`config.mk`:
```
export PLATFORM = sky130hd
export DESIGN_NAME = format_command_field_decode
export DESIGN_NICKNAME = d
export VERILOG_FILES = /design/src/include/fmt_decode_pkg.sv /design/src/verilog/format_command_field_decode.sv
export SDC_FILE = /design/constraint.sdc
export NUM_CORES = 1
export LEC_CHECK = 0
export ABC_CLOCK_PERIOD_IN_PS = 2300
export BUFFER_PORTS_ARGS = -buffer_cell sky130_fd_sc_hd__clkbuf_2
export CAP_MARGIN = 20
export CORE_MARGIN = 3
export CORE_UTILIZATION = 39
export DETAILED_ROUTE_END_ITERATION = 16
export PLACE_DENSITY = 0.83
export SLEW_MARGIN = 20
export SYNTH_ARGS = -nofsm -noshare
export SYNTH_HDL_FRONTEND = slang
export SYNTH_SLANG_ARGS = --single-unit
export TNS_END_PERCENT = 100
```
`constraint.sdc`:
```
create_clock -name core_clk -period 2.3 [get_ports core_clk]
set_input_delay 0 -clock core_clk [delete_from_list [all_inputs] [get_ports core_clk]]
set_output_delay 0 -clock core_clk [all_outputs]
set_load 0.05 [all_outputs]
```
`src/include/fmt_decode_pkg.sv`:
```
// Constants for the format command field decoder
package fmt_decode_pkg;
    // Field positions within the low command word
    localparam int PROT_MSB = 7;
    localparam int PROT_LSB = 5;
    localparam int INLINE_BIT = 4;
    localparam int INDEX_MSB = 3;
    localparam int INDEX_LSB = 0;
    // Protection type encodings
    localparam logic [2:0] PROT_NONE = 3'h0;
    localparam logic [2:0] PROT_TYPE1 = 3'h1;
    localparam logic [2:0] PROT_TYPE2 = 3'h2;
    localparam logic [2:0] PROT_TYPE3 = 3'h3;
    // Completion status codes
    localparam logic [7:0] STATUS_OK = 8'h00;
    localparam logic [7:0] STATUS_INVALID_FORMAT = 8'h0a;
    // Protection information size in bytes
    localparam logic [15:0] PROT_INFO_BYTES = 16'h0008;
    // Reset values
    localparam logic [3:0] INDEX_RESET = 4'h0;
    localparam logic [2:0] PROT_RESET = 3'h0;
endpackage

```
`src/verilog/format_command_field_decode.sv`:
```
// Decoder for the low byte of the media format command word
`timescale 1ns/1ps
module format_command_field_decode
    import fmt_decode_pkg::*;
#(
    parameter int NUM_FORMATS = 16
) (
    input wire logic core_clk,
    input wire logic rst_b,
    input wire logic cmd_valid,
    input wire logic [7:0] cmd_word,
    input wire logic [15:0] fmt_valid_mask,
    input wire logic [15:0] fmt_meta_bytes,
    output logic done_reg,
    output logic [7:0] status_reg,
    output logic [3:0] block_format_index_reg,
    output logic [2:0] protection_type_sel_reg,
    output logic metadata_inline_sel_reg,
    output logic metadata_separate_reg,
    output logic prot_in_meta_reg
);
    // Elaboration check: the mask and the index field cover sixteen formats at most
    if (NUM_FORMATS < 1 || NUM_FORMATS > 16) begin : g_bad_num_formats
        $error("NUM_FORMATS must be 1 to 16");
    end

    // Fields of the command byte
    logic [2:0] prot_field;
    logic inline_field;
    logic [3:0] index_field;
    // Per-format and per-command checks
    logic [15:0] format_usable;
    logic meta_present;
    logic bad_index;
    logic bad_prot;
    logic short_meta;
    logic reject;
    logic apply_cmd;
    // Next values of the completion group
    logic done_next;
    logic [7:0] status_next;
    // Next values of the applied format group
    logic [3:0] index_next;
    logic [2:0] prot_next;
    logic inline_next;
    logic separate_next;
    logic pim_next;

    // Field extraction; the higher bits of the command word are decoded elsewhere
    assign prot_field = cmd_word[PROT_MSB:PROT_LSB];
    assign inline_field = cmd_word[INLINE_BIT];
    assign index_field = cmd_word[INDEX_MSB:INDEX_LSB];

    // A format is usable only if it lies inside the table and is reported valid
    for (genvar n = 0; n < 16; n++) begin : g_format_usable
        if (n < NUM_FORMATS) begin : g_listed
            assign format_usable[n] = fmt_valid_mask[n];
        end else begin : g_unlisted
            // Mask bits past the table are ignored, so a stray one cannot select them
            assign format_usable[n] = 1'b0;
        end
    end

    // Refusal conditions; any one of them blocks the format change
    assign bad_index = !format_usable[index_field];
    assign bad_prot = prot_field > PROT_TYPE3;
    // Protection needs room for its eight bytes in the metadata
    assign short_meta = (prot_field != PROT_NONE) && (fmt_meta_bytes < PROT_INFO_BYTES);
    assign reject = bad_index || bad_prot || short_meta;
    assign apply_cmd = cmd_valid && !reject;
    // A zero metadata size makes the placement bit meaningless
    assign meta_present = fmt_meta_bytes != 16'h0000;

    // Completion: every command is answered one cycle later, refused or not
    always_comb begin
        done_next = cmd_valid;
        status_next = status_reg;
        if (cmd_valid) begin
            if (reject) begin
                status_next = STATUS_INVALID_FORMAT;
            end else begin
                status_next = STATUS_OK;
            end
        end
    end

    // Applied format: a refused command leaves every field as it was
    always_comb begin
        index_next = block_format_index_reg;
        prot_next = protection_type_sel_reg;
        inline_next = metadata_inline_sel_reg;
        separate_next = metadata_separate_reg;
        pim_next = prot_in_meta_reg;
        if (apply_cmd) begin
            index_next = index_field;
            prot_next = prot_field;
            // No metadata means neither placement applies
            inline_next = meta_present && inline_field;
            separate_next = meta_present && !inline_field;
            // Protection rides in whichever metadata area was chosen
            pim_next = prot_field != PROT_NONE;
        end
    end

    // Completion registers; status holds until the next command arrives
    always_ff @(posedge core_clk or negedge rst_b) begin
        if (!rst_b) begin
            done_reg <= 1'b0;
            status_reg <= STATUS_OK;
        end else begin
            done_reg <= done_next;
            status_reg <= status_next;
        end
    end

    // Applied format registers; after reset no protection and no placement is chosen
    always_ff @(posedge core_clk or negedge rst_b) begin
        if (!rst_b) begin
            block_format_index_reg <= INDEX_RESET;
            protection_type_sel_reg <= PROT_RESET;
            metadata_inline_sel_reg <= 1'b0;
            metadata_separate_reg <= 1'b0;
            prot_in_meta_reg <= 1'b0;
        end else begin
            block_format_index_reg <= index_next;
            protection_type_sel_reg <= prot_next;
            metadata_inline_sel_reg <= inline_next;
            metadata_separate_reg <= separate_next;
            prot_in_meta_reg <= pim_next;
        end
    end

    // Checks on the completion group
    // Every command gets its answer on the next edge
    a_done_pulse: assert property (@(posedge core_clk) disable iff (!rst_b)
        cmd_valid |=> done_reg)
        else $error("command not completed");
    // No answer appears without a command behind it
    a_done_idle: assert property (@(posedge core_clk) disable iff (!rst_b)
        !cmd_valid |=> !done_reg)
        else $error("completion without a command");
    // Status stands between commands
    a_status_hold: assert property (@(posedge core_clk) disable iff (!rst_b)
        !cmd_valid |=> $stable(status_reg))
        else $error("status changed without a command");
    // A usable format without protection is always taken
    a_status_ok: assert property (@(posedge core_clk) disable iff (!rst_b)
        cmd_valid && fmt_valid_mask[cmd_word[INDEX_MSB:INDEX_LSB]]
        && 32'(cmd_word[INDEX_MSB:INDEX_LSB]) < NUM_FORMATS
        && cmd_word[PROT_MSB:PROT_LSB] == PROT_NONE
        |=> status_reg == STATUS_OK)
        else $error("usable format refused");
    // A format not reported valid is refused and not applied
    a_invalid_status: assert property (@(posedge core_clk) disable iff (!rst_b)
        cmd_valid && !fmt_valid_mask[cmd_word[INDEX_MSB:INDEX_LSB]]
        |=> done_reg && status_reg == STATUS_INVALID_FORMAT
            && $stable(block_format_index_reg))
        else $error("bad index not refused");
    // Protection without eight metadata bytes is refused
    a_short_meta: assert property (@(posedge core_clk) disable iff (!rst_b)
        cmd_valid && cmd_word[PROT_MSB:PROT_LSB] != PROT_NONE
        && fmt_meta_bytes < PROT_INFO_BYTES
        |=> status_reg == STATUS_INVALID_FORMAT && $stable(protection_type_sel_reg)
            && $stable(prot_in_meta_reg))
        else $error("protection without room accepted");
    // A reserved type is refused and the format kept
    a_reserved_keep: assert property (@(posedge core_clk) disable iff (!rst_b)
        cmd_valid && cmd_word[PROT_MSB:PROT_LSB] > PROT_TYPE3
        |=> status_reg == STATUS_INVALID_FORMAT && $stable(protection_type_sel_reg)
            && $stable(block_format_index_reg))
        else $error("reserved type changed format");

    // Checks on the applied format group
    // An accepted type lands one edge after the command
    a_prot_decode: assert property (@(posedge core_clk) disable iff (!rst_b)
        cmd_valid && !reject
        |=> protection_type_sel_reg == $past(cmd_word[PROT_MSB:PROT_LSB]))
        else $error("protection type not applied");
    // The applied type never holds a reserved code
    a_type_range: assert property (@(posedge core_clk) disable iff (!rst_b)
        protection_type_sel_reg <= PROT_TYPE3)
        else $error("reserved protection type applied");
    // Inline placement follows the bit when metadata exists
    a_inline_set: assert property (@(posedge core_clk) disable iff (!rst_b)
        cmd_valid && !reject && cmd_word[INLINE_BIT] && fmt_meta_bytes != 16'h0000
        |=> metadata_inline_sel_reg)
        else $error("inline placement not set");
    // Separate placement follows the cleared bit when metadata exists
    a_separate_set: assert property (@(posedge core_clk) disable iff (!rst_b)
        cmd_valid && !reject && !cmd_word[INLINE_BIT] && fmt_meta_bytes != 16'h0000
        |=> metadata_separate_reg && !metadata_inline_sel_reg)
        else $error("separate placement not set");
    // The two placements exclude each other
    a_placement_excl: assert property (@(posedge core_clk) disable iff (!rst_b)
        !(metadata_inline_sel_reg && metadata_separate_reg))
        else $error("both metadata placements chosen");
    // Protection in metadata needs a chosen metadata area
    a_prot_in_meta: assert property (@(posedge core_clk) disable iff (!rst_b)
        (prot_in_meta_reg == (protection_type_sel_reg != PROT_NONE))
        && (!prot_in_meta_reg || metadata_inline_sel_reg || metadata_separate_reg))
        else $error("protection placement mismatch");
    // Without metadata the placement bit has no effect
    a_zero_meta: assert property (@(posedge core_clk) disable iff (!rst_b)
        cmd_valid && !reject && fmt_meta_bytes == 16'h0000
        |=> !metadata_inline_sel_reg && !metadata_separate_reg)
        else $error("placement used without metadata");
    // An accepted index lands together with the answer
    a_index_apply: assert property (@(posedge core_clk) disable iff (!rst_b)
        cmd_valid && !reject
        |=> block_format_index_reg == $past(cmd_word[INDEX_MSB:INDEX_LSB]) && done_reg)
        else $error("format index not applied");
endmodule

```
==> reports/metrics.sh <==
STATUS='complete, no violations'
RSZ_0062_RAISED_AFTER_GLOBAL_ROUTING='false'
FMAXACHIEVABLE_MHz=574
CTS_TREE='built'
TIMING.CRITICAL_PATH.SLOWEST_STAGE_CELL='sky130_fd_sc_hd__dlygate4sd3_1'
DPL_CELL_AREA_UM2=977
WORST-ENDPOINT-REQUIRED_PS=2450
POST-ROUTE-CELL-AREA_UM2=1030
ANTENNA_CELLS_INSERTED=0
FIN_WORST_SKEW_PS=0
REPORT.POWER.TOTAL_mW=0.735
NUM_IO_PINS=62
SLEW_HEADROOM=0.651
DIE-WIDTH_UM=48.5
CRITPATHARRIVALTIME_PS=1900
WORST_PIN_SLEW_PS=517
NETLIST_AREA_UM2=706
CRITICAL_PATH.TOP_DELAY_FAMILY='compound AO/OA/AOI/OAI gates'
SYNTH_WARNINGS=0
LARGEST_REGISTER_FF_COUNT=4
DP_HPWL_UM=1610
ROUTED-VIA-COUNT=674
SYN_INST=55
POST-SYNTH-TOP-AREA-CELL='sky130_fd_sc_hd__dfrtp_1'
HOLD_VIOL_FINAL=0
SYNTH_SEQUENTIAL_AREA_RATIO=0.426
PLACEDCELLCOUNT=132
WORST-PATH-MAX-FANOUT=10
GRT_ANTENNA_BEFORE_REPAIR=0
WIRE_PER_INST_UM=14.1
CRIT_PATH_START_KIND='input pin'
PLACE_WS_PS=538
SLEW_VIOL_FINAL=0
STD_CELL_ROWS=14
FIRST_PASS_ITERS=4
TIMING.FINAL.WS_SETUP_PS=558
DRT_WL_TOTAL_UM=1950
GLOBAL_ROUTE.OVERFLOW_TOTAL=0
DRT_FIRST_ITER_VIOLATIONS=12
GRT_PASS1_VIAS=704
HOLD_CLASS='in2reg'
SETUP.WORST_PATH.CLASS='in2reg'
HOLD_SLACK_PS=20.3
MIN_PERIOD_PS=1740
DRT-VIAS-PER-INSTANCE=4.88
GROUTE.USAGE.OVERALL=0.175
PLACE.GP.CONGESTION=0.715
GLOBAL_ROUTE_WIRE_LENGTH_BEFORE_REPAIR_UM=3160
SYNTH.AREA.TOP_CELLS='sky130_fd_sc_hd__dfrtp_1 (43%), sky130_fd_sc_hd__mux4_1 (15%), sky130_fd_sc_hd__mux2_2 (13%)'
POWERDENSITY_nW_PER_UM2=714
SYNTH_EDF_COUNT=0
SETUP_VIOL=0
CLK-INSERTION-DELAY-LATE_PS=280
NUM-NETS-FINAL=159
LAYOUT.CELLS.NON_FILLER=138
YOSYSTOPAREACELLSHARE=0.426
AVERAGE_INSTANCE_AREA_AFTER_SYNTHESIS_UM2=12.8
SYNTH.TOP_CELLS.BY_COUNT='sky130_fd_sc_hd__dfrtp_1 (12), sky130_fd_sc_hd__mux2_2 (8), sky130_fd_sc_hd__buf_4 (7)'
P_LEAK_nW=0.536
CLOCK-SINKS=12
SETUP.WORST_PATH.END_CLASS='register'
FINAL_CORE_UTILIZATION=0.646
IO_BUFFERS=55
TIMING.CRITICAL_PATH.CELLS='dlygate4sd3_1 -> clkbuf_2 -> nor2b_1 -> o21ai_0 -> a211oi_4 -> mux2_2'
DRTANTENNAVIOLNETS=0
CAP_VIOLATIONS=0
ASYNCSETRESETFLOPFRACSYNTH=1.00
PERIOD_SHARE=0.758
TIMING.SETUP.TNS_PS=0
BUFFERS_PLUS_INVERTERS_ON_THE_WORST_SETUP_PATH=2
PREVAILING_POST_SYNTH_REGISTER_CELL='sky130_fd_sc_hd__dfrtp_1'
CTS_SETUP_BUFFERS=0
TIMING.CRITICAL_PATH.SLOWEST_CELL_DELAY_PS=530
DIE_HEIGHT_UM=48.5
CTS.PATH.MAX_BUFFERS=2
PEAK_SUPPLY_DROP_mV=0.443
CTS.ROOT.BUFFER_CELL='sky130_fd_sc_hd__clkbuf_4'
FP.COREAREA_UM2=1590
FILLCELLCOUNT=127
WORST_SETUP_HOLD_PATH_CLK_SLEW_PS=60
SHARE_OF_LAYOUT_CELLS_ABOVE_DRIVE_STRENGTH_1=0.614
SYNTH_SEQ_CELLS=12
DRC_ERRORS=0
CTS-BUFFERS-INSERTED=3
SYNTHTOLAYOUTAREAGROWTH_PCT=45.9
LARGEST_NET_DEGREE_AT_THE_START_OF_GLOBAL_ROUTING=13
FLOORPLAN.INITIALDENSITY=0.443
SYNTH_CELL_TYPES=18
DIE_OUTLINE_AREA_UM2=2360
DEEPEST_LEVEL_OF_THE_CTS_H_TREE=1
YOSYS.CELL_COUNT.TOP_TYPE='sky130_fd_sc_hd__dfrtp_1'
==> path summary, 6_finish.rpt <==
kind                                      startpoint                    endpoint  slack [ps]  cells after the start
hold reg to reg            block_format_index_reg[0]   block_format_index_reg[0]         510                      1
max in group asynchronous                      rst_b               status_reg[1]        1930                      2
setup reg to reg           block_format_index_reg[3]   block_format_index_reg[3]        1450                      2
min in group asynchronous                      rst_b            prot_in_meta_reg         130                      2
hold / removal                           cmd_word[5]  protection_type_sel_reg[0]          20                      2
setup / recovery                           cmd_valid  protection_type_sel_reg[0]         560                      6
==> what timing repair did <==
action,CTS,global route
setup endpoints to repair,0,0
hold buffers,3,0
endpoints found under the hold margin,14,0
gates resized for setup,0,0
==> cell families (layout without fill, tap and decap cells) <==
logic type	Yosys count	after routing	synth area share
and+or+nand+nor	15	15	0.121
AOI/OAI and AO/OA	5	5	0.0638
muxes	14	14	0.305
DFF	12	12	0.426
other	1	6	0.00531
buffers and inverters	8	62	0.0798
==> cell usage in the layout, fill, tap and decap left out, drive strengths merged <==
cell and instances:
o21ai 3, dfrtp 12, nor4 3, and2 1, inv 1, mux2 8, nand4 1, or3 1
mux2i 2, and2b 1, nor2b 2, conb 6, o21ba 1, a211oi 1, clkbuf 58, nor2 5
mux4 4, dlygate4sd3 3, nor3 1
==> per-layer routing <==
layer,routed length (um),global-route usage,vias up
li1,-,-,311
met1,598,0.153,310
met2,1100,0.335,44
met3,184,0.0521,9
met4,62,0.118,0
met5,0,0,-
==> layout make-up <==
type	count	area, um^2	share of cell area
Tap cell	24	30.0	0.0292
Clock buffer	3	22.5	0.0219
Multi-Input combinational cell	40	368	0.357
Timing Repair Buffer	58	305	0.296
Sequential cell	12	300	0.292
Inverter	1	3.75	0.00365
==> power breakdown <==
group / leakage [nW] / switching (mW) / total, mW / internal (mW)
Clock: 0.0138 / 0.0689 / 0.130 / 0.0607
Combinational: 0.384 / 0.232 / 0.335 / 0.103
Sequential: 0.138 / 0.0205 / 0.270 / 0.249
No activity file was read; power rests on OpenSTA's default activity.
